$ cat config.mk
export PLATFORM = sky130hd
export DESIGN_NAME = spce_serial_control
export DESIGN_NICKNAME = d
export VERILOG_FILES = /design/src/hdl/spce_pkg.sv /design/src/hdl/spce_serial_control.sv
export SDC_FILE = /design/constraint.sdc
export NUM_CORES = 1
export LEC_CHECK = 0
export ABC_AREA = 1
export BUFFER_PORTS_ARGS = -buffer_cell sky130_fd_sc_hd__buf_4
export CAP_MARGIN = 20
export CELL_PAD_IN_SITES_DETAIL_PLACEMENT = 1
export CELL_PAD_IN_SITES_GLOBAL_PLACEMENT = 1
export CORE_AREA = 4 4 104 106
export CTS_CLUSTER_SIZE = 24
export DETAILED_ROUTE_END_ITERATION = 7
export DIE_AREA = 0 0 108 110
export PLACE_DENSITY_LB_ADDON = 0.1
export SETUP_SLACK_MARGIN = 0.02
export SLEW_MARGIN = 20
export SYNTH_ARGS = -nofsm -noshare
export SYNTH_HDL_FRONTEND = slang
export SYNTH_SLANG_ARGS = --single-unit
$ cat constraint.sdc
create_clock -name pclk -period 1.63 [get_ports pclk]
set_input_delay 0.326 -clock pclk [delete_from_list [all_inputs] [get_ports pclk]]
set_output_delay 0.326 -clock pclk [all_outputs]
set_load 0.05 [all_outputs]
$ cat src/hdl/spce_pkg.sv
// Purpose: Shared constants and types for the serial port control block
// Assumes: APB slave with 32-bit data, one aligned word per register
// Notes:   Register bytes sit in the low eight bits of each word
package spce_pkg;

  // Register byte addresses
  localparam logic [7:0] SPCE_CTRL_OFS   = 8'h00;
  localparam logic [7:0] SPCE_MODE_OFS   = 8'h04;
  localparam logic [7:0] SPCE_STATUS_OFS = 8'h08;
  localparam logic [7:0] SPCE_TXDATA_OFS = 8'h0c;
  localparam logic [7:0] SPCE_RXDATA_OFS = 8'h10;

  // Values after reset and after low-power entry
  localparam logic [7:0] SPCE_CTRL_RST   = 8'h00;
  localparam logic [7:0] SPCE_MODE_RST   = 8'h00;
  localparam logic [7:0] SPCE_STATUS_RST = 8'h84;
  localparam logic [7:0] SPCE_TXDATA_RST = 8'hff;
  localparam logic [7:0] SPCE_RXDATA_RST = 8'h00;

  // Bit positions in the mode register
  localparam int SPCE_MODE_COMM_BIT = 7;
  localparam int SPCE_MODE_MP_BIT   = 2;

  // Bit positions in the status register
  localparam int SPCE_ST_TX_EMPTY = 7;
  localparam int SPCE_ST_RX_FULL  = 6;
  localparam int SPCE_ST_OVERRUN  = 5;
  localparam int SPCE_ST_FRAMING  = 4;
  localparam int SPCE_ST_PARITY   = 3;
  localparam int SPCE_ST_TX_END   = 2;
  localparam int SPCE_ST_MPB      = 1;

  // Clock select codes {hi, lo}
  localparam logic [1:0] SPCE_CS_INTERNAL = 2'h0;
  localparam logic [1:0] SPCE_CS_INT_OUT  = 2'h1;
  localparam logic [1:0] SPCE_CS_EXTERNAL = 2'h2;

  // Serial control register, bit 7 down to bit 0
  typedef struct packed {
    logic tx_irq_enable;
    logic rx_irq_enable;
    logic tx_enable;
    logic rx_enable;
    logic multiproc_irq_enable;
    logic tx_end_irq_enable;
    logic clock_select_hi;
    logic clock_select_lo;
  } spce_ctrl_t;

  // End of a received character, reported by the receive shifter
  typedef struct packed {
    logic       done;
    logic [7:0] data;
    logic       mpbit;
    logic       frame_err;
    logic       parity_err;
  } spce_rx_evt_t;

endpackage

$ cat src/hdl/spce_serial_control.sv
// Purpose: Control register, flags and interrupt levels of a serial port
// Assumes: Shifters and baud generator run on pclk and report by pulses
// Notes:   Pins rxd and sck_in are asynchronous and pass two flip-flops
`timescale 1ns/1ps

// Summary of operation
// - Control register clears to zero on reset and on low-power entry.
// - Transmit-empty request is flag AND transmit interrupt enable.
// - Receive interrupt enable gates receive-full and receive-error requests.
// - Requests drop when their flags or their interrupt enables are cleared.
// - Transmit disabled holds empty flag high, no start, pin stays data out.
// - With transmit enabled a data write clears empty flag and starts sending.
// - Receive disabled frees the pin; receive flags keep their state.
// - Reception starts on start bit (async) or serial clock edge (sync).
// - Multiprocessor enable acts only on async reception with multiprocessor mode.
// - While it acts, characters with multiprocessor bit zero are dropped without receive flags, errors or requests.
// - Character with multiprocessor bit one sets bit flag and clears enable.
// - Transmit-end request when last bit leaves with no data waiting.
// - Transmit-end request drops on a transmit data write or when its enable is cleared.
// - Clock select decodes pin function and clock source per mode.
// - Clock output in async mode runs at the bit rate.
// - Mode register bit 7 selects async (0) or sync (1).
module spce_serial_control (
  input  wire logic                  pclk,
  input  wire logic                  presetn,
  input  wire logic                  psel,
  input  wire logic                  penable,
  input  wire logic                  pwrite,
  input  wire logic [7:0]            paddr,
  input  wire logic [31:0]           pwdata,
  output logic      [31:0]           prdata,
  output logic                       pready,
  output logic                       pslverr,
  input  wire logic                  low_power_req,
  input  wire logic                  tx_load,
  input  wire logic                  tx_last_bit,
  input  wire logic                  tx_bit,
  input  wire spce_pkg::spce_rx_evt_t rx_evt,
  input  wire logic                  half_bit_tick,
  input  wire logic                  rxd,
  input  wire logic                  sck_in,
  output logic                       sck_out,
  output logic                       sck_oe_n,
  output logic                       txd,
  output logic                       rx_pin_is_port,
  output logic                       rx_begin,
  output logic                       tx_start,
  output logic      [7:0]            tx_data,
  output logic      [7:0]            mode_out,
  output logic                       ext_clock_sel,
  output logic                       tx_empty_irq,
  output logic                       rx_full_irq,
  output logic                       rx_error_irq,
  output logic                       tx_end_irq
);
  import spce_pkg::*;

  spce_ctrl_t ctrl_reg, ctrl_next;
  logic [7:0] mode_reg;
  logic [7:0] rx_holding_reg;
  logic       tx_empty_reg, rx_full_reg, overrun_reg, framing_reg, parity_reg;
  logic       tx_end_reg, mpb_reg;
  logic       tx_empty_next, rx_full_next, overrun_next, framing_next, parity_next;
  logic       tx_end_next;
  logic [7:3] seen_reg;
  logic       rxd_meta, rxd_sync, rxd_prev, sck_meta, sck_sync, sck_prev;
  logic       access, wr, rd, sync_mode, mp_mode, mp_active, rx_accept;
  logic       clr_tx_empty, clr_rx_full, clr_overrun, clr_framing, clr_parity;
  logic       tx_write, sck_drive;
  logic [7:0] status_byte;

  // Access phase with the answer given; zero wait states
  assign access = psel & penable & pready;
  assign wr     = access & pwrite;
  assign rd     = access & ~pwrite;

  assign sync_mode = mode_reg[SPCE_MODE_COMM_BIT];
  assign mp_mode   = mode_reg[SPCE_MODE_MP_BIT];
  // Multiprocessor filtering only in async reception with multiprocessor mode
  assign mp_active = ctrl_reg.multiproc_irq_enable & ~sync_mode & mp_mode;
  // A filtered character is dropped unless it carries the address mark
  assign rx_accept = rx_evt.done & (~mp_active | rx_evt.mpbit);

  assign status_byte = {tx_empty_reg, rx_full_reg, overrun_reg, framing_reg,
                        parity_reg, tx_end_reg, mpb_reg, 1'b0};
  assign tx_write    = wr && paddr == SPCE_TXDATA_OFS;

  // Flag clear: a zero written after the flag was read as one
  function automatic logic st_clr(input logic w, input logic [7:0] a,
                                  input logic [31:0] d, input logic seen, input int b);
    st_clr = w && a == SPCE_STATUS_OFS && !d[b] && seen;
  endfunction

  assign clr_tx_empty = st_clr(wr, paddr, pwdata, seen_reg[7], SPCE_ST_TX_EMPTY);
  assign clr_rx_full  = st_clr(wr, paddr, pwdata, seen_reg[6], SPCE_ST_RX_FULL)
                        | (rd && paddr == SPCE_RXDATA_OFS);
  assign clr_overrun  = st_clr(wr, paddr, pwdata, seen_reg[5], SPCE_ST_OVERRUN);
  assign clr_framing  = st_clr(wr, paddr, pwdata, seen_reg[4], SPCE_ST_FRAMING);
  assign clr_parity   = st_clr(wr, paddr, pwdata, seen_reg[3], SPCE_ST_PARITY);

  // Next control and flag values; hardware sets win over software clears
  always_comb begin
    ctrl_next = ctrl_reg;
    if (low_power_req) begin
      ctrl_next = SPCE_CTRL_RST;
    end else if (wr && paddr == SPCE_CTRL_OFS) begin
      ctrl_next = pwdata[7:0];
    end else if (rx_evt.done && mp_active && rx_evt.mpbit) begin
      ctrl_next.multiproc_irq_enable = 1'b0;
    end
    tx_empty_next = tx_empty_reg;
    if (!ctrl_reg.tx_enable || tx_load) begin
      tx_empty_next = 1'b1;
    end else if (tx_write || clr_tx_empty) begin
      tx_empty_next = 1'b0;
    end
    tx_end_next = tx_end_reg;
    if (tx_last_bit && tx_empty_reg) begin
      tx_end_next = 1'b1;
    end else if (tx_write) begin
      tx_end_next = 1'b0;
    end
    rx_full_next = rx_full_reg;
    if (rx_accept && !rx_full_reg && !rx_evt.frame_err && !rx_evt.parity_err) begin
      rx_full_next = 1'b1;
    end else if (clr_rx_full) begin
      rx_full_next = 1'b0;
    end
    overrun_next = (rx_accept && rx_full_reg) ? 1'b1 : (overrun_reg & ~clr_overrun);
    framing_next = (rx_accept && rx_evt.frame_err) ? 1'b1 : (framing_reg & ~clr_framing);
    parity_next  = (rx_accept && rx_evt.parity_err && !mp_mode) ? 1'b1
                   : (parity_reg & ~clr_parity);
  end

  // Control register; low-power entry clears it like reset
  always_ff @(posedge pclk or negedge presetn) begin
    if (!presetn) begin
      ctrl_reg <= SPCE_CTRL_RST;
    end else begin
      ctrl_reg <= ctrl_next;
    end
  end

  // Mode register and transmit holding data
  always_ff @(posedge pclk or negedge presetn) begin
    if (!presetn) begin
      mode_reg <= SPCE_MODE_RST;
      tx_data  <= SPCE_TXDATA_RST;
    end else if (low_power_req) begin
      mode_reg <= SPCE_MODE_RST;
      tx_data  <= SPCE_TXDATA_RST;
    end else begin
      if (wr && paddr == SPCE_MODE_OFS) begin
        mode_reg <= pwdata[7:0];
      end
      if (tx_write) begin
        tx_data <= pwdata[7:0];
      end
    end
  end

  // Status flags and received data; receive enable never touches them
  always_ff @(posedge pclk or negedge presetn) begin
    if (!presetn) begin
      {tx_empty_reg, rx_full_reg, overrun_reg, framing_reg, parity_reg,
       tx_end_reg, mpb_reg} <= SPCE_STATUS_RST[7:1];
      rx_holding_reg <= SPCE_RXDATA_RST;
    end else if (low_power_req) begin
      {tx_empty_reg, rx_full_reg, overrun_reg, framing_reg, parity_reg,
       tx_end_reg, mpb_reg} <= SPCE_STATUS_RST[7:1];
      rx_holding_reg <= SPCE_RXDATA_RST;
    end else begin
      tx_empty_reg <= tx_empty_next;
      tx_end_reg   <= tx_end_next;
      rx_full_reg  <= rx_full_next;
      overrun_reg  <= overrun_next;
      framing_reg  <= framing_next;
      parity_reg   <= parity_next;
      if (rx_full_next && !rx_full_reg) begin
        rx_holding_reg <= rx_evt.data;
      end
      if (rx_evt.done && mp_mode && !sync_mode) begin
        mpb_reg <= rx_evt.mpbit;
      end
    end
  end

  // Remember which flags were read as one, so a blind zero write clears nothing
  always_ff @(posedge pclk or negedge presetn) begin
    if (!presetn) begin
      seen_reg <= 5'h00;
    end else if (rd && paddr == SPCE_STATUS_OFS) begin
      seen_reg <= status_byte[7:3];
    end else if (wr && paddr == SPCE_STATUS_OFS) begin
      seen_reg <= 5'h00;
    end
  end

  // Requests registered from next values so they move with their flags
  always_ff @(posedge pclk or negedge presetn) begin
    if (!presetn) begin
      tx_empty_irq <= 1'b0;
      rx_full_irq  <= 1'b0;
      rx_error_irq <= 1'b0;
      tx_end_irq   <= 1'b0;
    end else if (low_power_req) begin
      tx_empty_irq <= 1'b0;
      rx_full_irq  <= 1'b0;
      rx_error_irq <= 1'b0;
      tx_end_irq   <= 1'b0;
    end else begin
      tx_empty_irq <= tx_empty_next & ctrl_next.tx_irq_enable;
      rx_full_irq  <= rx_full_next & ctrl_next.rx_irq_enable;
      rx_error_irq <= (overrun_next | framing_next | parity_next)
                      & ctrl_next.rx_irq_enable;
      tx_end_irq   <= tx_end_next & ctrl_next.tx_end_irq_enable;
    end
  end

  // APB answer prepared in the setup cycle; unmapped addresses flag an error
  always_ff @(posedge pclk or negedge presetn) begin
    if (!presetn) begin
      pready  <= 1'b0;
      pslverr <= 1'b0;
      prdata  <= 32'h0000_0000;
    end else begin
      pready  <= psel & ~penable;
      pslverr <= 1'b0;
      prdata  <= 32'h0000_0000;
      if (psel && !penable) begin
        if (paddr == SPCE_CTRL_OFS) begin
          prdata <= {24'h00_0000, ctrl_reg};
        end else if (paddr == SPCE_MODE_OFS) begin
          prdata <= {24'h00_0000, mode_reg};
        end else if (paddr == SPCE_STATUS_OFS) begin
          prdata <= {24'h00_0000, status_byte};
        end else if (paddr == SPCE_TXDATA_OFS) begin
          prdata <= {24'h00_0000, tx_data};
        end else if (paddr == SPCE_RXDATA_OFS) begin
          prdata <= {24'h00_0000, rx_holding_reg};
        end else begin
          pslverr <= 1'b1;
        end
      end
    end
  end

  // Pin synchronisers; the first stage feeds only the second
  always_ff @(posedge pclk or negedge presetn) begin
    if (!presetn) begin
      {rxd_meta, rxd_sync, rxd_prev} <= 3'h7;
      {sck_meta, sck_sync, sck_prev} <= 3'h7;  // Link clock idles high
    end else begin
      {rxd_meta, rxd_sync, rxd_prev} <= {rxd, rxd_meta, rxd_sync};
      {sck_meta, sck_sync, sck_prev} <= {sck_in, sck_meta, sck_sync};
    end
  end

  // Transmit start and receive start pulses, pin roles
  always_ff @(posedge pclk or negedge presetn) begin
    if (!presetn) begin
      tx_start       <= 1'b0;
      rx_begin       <= 1'b0;
      txd            <= 1'b1;
      rx_pin_is_port <= 1'b1;
    end else begin
      tx_start <= tx_write & ctrl_reg.tx_enable;
      rx_begin <= ctrl_reg.rx_enable &
                  (sync_mode ? (sck_sync & ~sck_prev) : (~rxd_sync & rxd_prev));
      txd            <= tx_bit;
      rx_pin_is_port <= ~ctrl_reg.rx_enable;
    end
  end

  // Clock pin drive: async with output select, or sync on the internal clock
  assign sck_drive =
    ({ctrl_reg.clock_select_hi, ctrl_reg.clock_select_lo} == SPCE_CS_INT_OUT && !sync_mode) ||
    ({ctrl_reg.clock_select_hi, ctrl_reg.clock_select_lo} == SPCE_CS_INTERNAL && sync_mode);

  // Toggling every half bit gives one clock period per bit
  always_ff @(posedge pclk or negedge presetn) begin
    if (!presetn) begin
      sck_out       <= 1'b1;
      sck_oe_n      <= 1'b1;
      ext_clock_sel <= 1'b0;
      mode_out      <= SPCE_MODE_RST;
    end else begin
      sck_oe_n      <= ~sck_drive;
      sck_out       <= !sck_drive ? 1'b1 : (half_bit_tick ? ~sck_out : sck_out);
      ext_clock_sel <= {ctrl_reg.clock_select_hi, ctrl_reg.clock_select_lo}
                       == SPCE_CS_EXTERNAL;
      mode_out      <= mode_reg;
    end
  end
endmodule // spce_serial_control

==> results of run 1 <==
[logic make-up (layout without fill, tap and decap cells)]
kind of cell    Yosys count  count (layout)  synth area share (%)
compound gates           67              67                  9.72
xor+xnor                  1               1                 0.242
buf+inv                  67             155                  10.4
flops                    79              79                  55.3
other cells               1              24                 0.104
simple gates            179             179                  24.2
[metal layers]
metal  GRT usage, %  up-vias
li1               -     1445
met1           24.1     1472
met2           31.3       77
met3           3.09       12
met4           5.77        0
met5              0        -
[cell type report]
| class | count | area [sq um] |
|---|---|---|
| Inverter | 34 | 128 |
| Multi-Input combinational cell | 271 | 1330 |
| Sequential cell | 79 | 2000 |
| Timing Repair Buffer | 105 | 828 |
| Clock inverter | 6 | 68.8 |
| Tap cell | 133 | 166 |
| Fill cell | 1201 | 5120 |
| Clock buffer | 10 | 128 |
[power by group]
part / switching, uW / leakage (uW) / internal (uW) / total [uW]
clock: 757 / 0.0000968 / 717 / 1470
combinational: 496 / 0.00122 / 200 / 696
sequential: 55.4 / 0.000993 / 2060 / 2120
total: 1310 / 0.00230 / 2980 / 4290
[worst max-delay path by stage]
stage,from,endpoint,slack (ns),cells after the start
after floorplan,pready$_DFF_PN0_,tx_empty_irq$_DFF_PN0_,0.15,6
after global placement,paddr[4],prdata[7]$_DFF_PN0_,-0.02,8
after detailed placement,paddr[5],mode_reg[7]$_DFFE_PN0P_,-0.05,7
after CTS,pready$_DFF_PN0_,mode_reg[7]$_DFFE_PN0P_,0.14,4
after global routing,mode_reg[2]$_DFFE_PN0P_,rx_holding_reg[4]$_DFFE_PN0P_,0.07,6
final,tx_data[2]$_DFFE_PN1P_,tx_data[2],0.17,1
[through the flow]
| step | power, uW | setup WS, ns |
|---|---|---|
| after floorplan | 2600 | 0.145 |
| after global placement | 2840 | -0.0166 |
| after detailed placement | 2850 | -0.0503 |
| after CTS | 4330 | 0.141 |
| after global routing | 4490 | 0.0662 |
| final | 4290 | 0.166 |
[repair_timing]
item / CTS / global route
hold buffers: 1 / 0
setup endpoints to repair: 0 / 3
resized for setup: 0 / 1
hold endpoints to repair: 17 / 0
[Yosys cell counts (2+ instances only)]
master,n,area (sq um)
a21oi_1,17,85.1
buf_2,2,10.0
buf_4,25,188
buf_6,4,45.0
clkbuf_1,2,7.51
dfrtp_1,59,1480
dfstp_2,20,526
inv_1,32,120
nand2_1,84,315
nand2_2,4,25.0
nand2_4,2,22.5
nand3_1,41,205
nand3_2,3,30.0
nand4_1,2,12.5
nor2_1,23,86.3
nor2_4,9,101
nor3_1,2,10.0
o21ai_0,41,205
o22ai_1,5,31.3
or2_2,4,25.0
==> metrics.md, run 1 <==
| Metric | Value |
|---|---|
| Die height | `roughly 110 microns` |
| Max Root-Sink Buffers | `2` |
| Die area | `11900 sq um` |
| Post-synth EDFFs | `0` |
| Max layer used | `met4` |
| Initial Util | `roughly 37%` |
| DPL Wire Length | `8030 microns` |
| GRT Resource Usage Total | `18.4%` |
| Grt total ovfl | `0` |
| Setup_tns | `0 ns` |
| Clk root buf | `clkbuf_8` |
| Leakage | `about 0.0023 uW` |
| Final std cells w/o fill | `638` |
| CP bufs+invs | `1` |
| Post-Synthesis Cell Area | `3620 sq um` |
| Crit end category | `primary output` |
| Netlist cell types | `33` |
| First-pass GRT wire length | `roughly 17000 microns` |
| RSZ-0062 raised after global routing | `false` |
| Final Hold Vio Count | `0` |
| Primary FF master, synth | `dfrtp_1` |
| Maximum VDD drop | `roughly 0.4 mV` |
| Final core occ | `47.6%` |
| Status | `finished, final reports clean` |
| Row Count | `36` |
| Crit Path Max Fanout | `3` |
| Final setup fails | `0` |
| DP Area | `about 4400 sq um` |
| Number of global-route vias before repair | `3265` |
| Initial antenna violation count | `0` |
| Port Buffers | `76` |
| Post-synthesis sequential area ratio | `55.3%` |
| Syn avg cell area | `9.18 sq um` |
| Tmin final | `1.46 ns` |
| Sink Count | `79` |
| CP peak stage delay | `a little under 0.6 ns` |
| Min-Delay Endpoint | `txd$_DFF_PN1_` |
| CTS H-tree depth | `3` |
| Arr. time, crit path | `1.14 ns` |
| Placed insts | `a little over 600` |
| Vias per Instance | `4.71` |
| Final slew viol count | `0` |
| I/O Pins | `125` |
| Largest net degree at the start of global routing | `33` |
| Commonest cells after routing, fill and taps aside | `buf_4 (101), nand2_1 (84), dfrtp_1 (59), o21ai_0 (41), nand3_1 (41)` |
| Die width | `108 microns` |
| Final Instance Area | `4650 sq um` |
| CTS Buf Count | `9` |
| Period utilization | `89.8%` |
| Ys async rst share | `100%` |
| Routed Wire Length | `around 10000 microns` |
| Drt drc | `0` |
| Met1 WL | `about 4700 microns` |
| Worst r2r dst | `rx_holding_reg[4]$_DFFE_PN0P_` |
| Setup Skew | `0.0126 ns` |
| Core box area | `9770 sq um` |
| Hold Path Stages | `1` |
| Placer Congestion | `0.812` |
| Max Clock Freq | `683 MHz` |
| Family with the most delay on the worst path | `flip-flops` |
| Crit start category | `register` |
| ANT nets after route | `0` |
| Number of synthesized register bits | `a little under 80` |
| CP Cell Sequence | `buf_4` |
| Clk pin slew, worst setup/hold paths | `roughly 0.090 ns` |
| DRT Pass-1 Iters | `4` |
| Worst hold margin | `0.0685 ns` |
| Req. time, crit path | `1.30 ns` |
| WL met2 | `around 5100 microns` |
| Kind of critical path | `register to primary output` |
| CTS tree | `done` |
| Initial drt markers | `approximately 130` |
| FF-to-FF Start | `mode_reg[2]$_DFFE_PN0P_` |
| Slowest cell on crit path | `dfstp_2` |
| R2R depth | `6` |
| ANT cells | `0` |
| Total number of vias | `3006` |
| Ratio of cells with drive above 1 in the final layout | `32.7%` |
| Worst skew pair latency | `between 0.3 and 0.4 ns` |
| Min-Delay Startpoint | `tx_bit` |
| Synthesized instance count | `394` |
| Routed wl met3 | `roughly 440 microns` |
| Max Cap Viol | `0` |
| PwrDens | `921 nW/um^2` |
| Hold crit path type | `input port to register` |
| Commonest non-fill, non-tap cell in the layout | `buf_4` |
| Post CTS Setup Buffer Count | `0` |
| FF-to-FF setup slack | `0.22 ns` |
| YS warnings | `0` |
| Fin nets | `between 500 and 600` |
| Routed len/inst | `16.2 microns` |
| Area Growth Syn to Fin | `28.6%` |
No activity file was read; power rests on OpenSTA's default activity.
==> run 2, diff against run 1 <==
- CTS_CLUSTER_SIZE: 24 -> not set
- clock period: 1.63 -> 1.5 ns (I/O delays scaled with it)
==> run 2 against run 1 <==
Die area unchanged; combinational power up 9.3%; worst hold slack worse by 0.030 ns; clock power up 16%; via count up 1.5%; cell count up 0.16%; power up 11%; register-to-register slack worse by 0.03 ns.
==> metrics.md, run 2 (synthesis gave the netlist of run 1 again) <==
| Metric | Value |
|---|---|
| Initial Util | `37.0%` |
| Fin nets | `565` |
| Largest net degree at the start of global routing | `32` |
| Max Cap Viol | `0` |
| Total number of vias | `around 3.1k` |
| Initial antenna violation count | `0` |
| Status | `finished, final reports clean` |
| I/O Pins | `between 100 and 150` |
| RSZ-0062 raised after global routing | `false` |
| Commonest cells after routing, fill and taps aside | `buf_4 (100), nand2_1 (83), dfrtp_1 (58), nand3_1 (41), o21ai_0 (40)` |
| Commonest non-fill, non-tap cell in the layout | `buf_4` |
| Final Hold Vio Count | `0` |
| Max Clock Freq | `701 MHz` |
| DRT Pass-1 Iters | `4` |
| Kind of critical path | `register to primary output` |
| Ratio of cells with drive above 1 in the final layout | `33.8%` |
| Final core occ | `48.1%` |
| Number of global-route vias before repair | `3170` |
| CTS Buf Count | `9` |
| Port Buffers | `76` |
| Final setup fails | `0` |
| Setup Skew | `0.0105 ns` |
| Arr. time, crit path | `1.13 ns` |
| Routed Wire Length | `10500 microns` |
| Vias per Instance | `4.77` |
| Die height | `110 microns` |
| Maximum VDD drop | `0.455 mV` |
| Die area | `11900 sq um` |
| Final slew viol count | `0` |
| Crit end category | `primary output` |
| Tmin final | `between 1 and 1.5 ns` |
| Initial drt markers | `129` |
| Crit Path Max Fanout | `3` |
| Drt drc | `0` |
| Worst skew pair latency | `0.36 ns` |
| Core box area | `between 9000 and 10000 sq um` |
| Grt total ovfl | `0` |
| PwrDens | `1010 nW/um^2` |
| ANT cells | `0` |
| First-pass GRT wire length | `~17000 microns` |
| CP bufs+invs | `1` |
| CP peak stage delay | `0.57 ns` |
| Placer Congestion | `0.817` |
| Row Count | `36` |
| DPL Wire Length | `7930 microns` |
| Hold crit path type | `input port to register` |
| Crit start category | `register` |
| Clk pin slew, worst setup/hold paths | `about 0.090 ns` |
| Sink Count | `between 70 and 80` |
| Max Root-Sink Buffers | `2` |
| Die width | `around 110 microns` |
| Period utilization | `95.1%` |
| Req. time, crit path | `between 1 and 1.5 ns` |
| Slowest cell on crit path | `dfstp_2` |
| Area Growth Syn to Fin | `30.0%` |
| Routed len/inst | `about 16 microns` |
| Clk root buf | `clkbuf_8` |
| CTS tree | `done` |
| Leakage | `0.00232 uW` |
| Family with the most delay on the worst path | `flip-flops` |
| CTS H-tree depth | `3` |
| CP Cell Sequence | `buf_4` |
| GRT Resource Usage Total | `about a fifth` |
| ANT nets after route | `0` |
| Pwr Total | `4760 uW` |
-- run 2: layout make-up --
cell class	count	area, sq um
Timing Repair Buffer	106	852
Multi-Input combinational cell	271	1340
Tap cell	133	166
Fill cell	1174	5070
Sequential cell	79	2000
Inverter	34	128
Clock buffer	11	151
Clock inverter	5	62.6
-- run 2: metrics by stage --
step	instances	hold WS, ns	area (sq um)	worst slack [ns]	TNS, ns
after floorplan	417	0.00441	3710	0.154	0
after global placement	622	0.275	4460	-0.117	-2.05
after detailed placement	622	0.274	4460	-0.141	-2.36
after CTS	639	0.0223	4680	0.0278	0
after global routing	639	0.0106	4700	0.0289	0
final	639	0.0389	4700	0.0739	0
-- run 2: per-layer routing --
| metal | part of all wire, % | wire length (microns) | up-vias | GRT usage [%] |
|---|---|---|---|---|
| met2 | 48 | 5040 | 90 | 31.3 |
| li1 | - | - | 1447 | - |
| met5 | 0 | 0 | - | 0 |
| met3 | 5.4 | 561 | 14 | 3.96 |
| met4 | 1.2 | 124 | 0 | 4.96 |
| met1 | 45 | 4740 | 1499 | 24.7 |
-- run 2: final timing paths --
kind,slack (ns),to,startpoint,cells past startpoint
max,0.07,tx_data[7],tx_data[7]$_DFFE_PN1P_,1
min,0.04,sck_meta$_DFF_PN1_,sck_in,1
max reg2reg,0.19,rx_holding_reg[7]$_DFFE_PN0P_,rx_full_reg$_DFF_PN0_,5
min reg2reg,0.36,rxd_sync$_DFF_PN1_,rxd_meta$_DFF_PN1_,0
max in group asynchronous,0.47,sck_sync$_DFF_PN1_,presetn,3
min in group asynchronous,0.44,rx_holding_reg[6]$_DFFE_PN0P_,presetn,2
-- run 2: power breakdown --
group          switching [uW]  internal [uW]  leakage (uW)
Clock                     827            872      0.000103
Combinational             542            219       0.00123
Sequential               56.5           2240      0.000992
Total                    1430           3330       0.00232
-- run 2: what timing repair did --
action	4_1_cts	5_1_grt
setup buffers	0	0
endpoints found under the setup margin	0	17
hold buffers	1	0
gates resized for setup	0	7
endpoints found under the hold margin	19	0
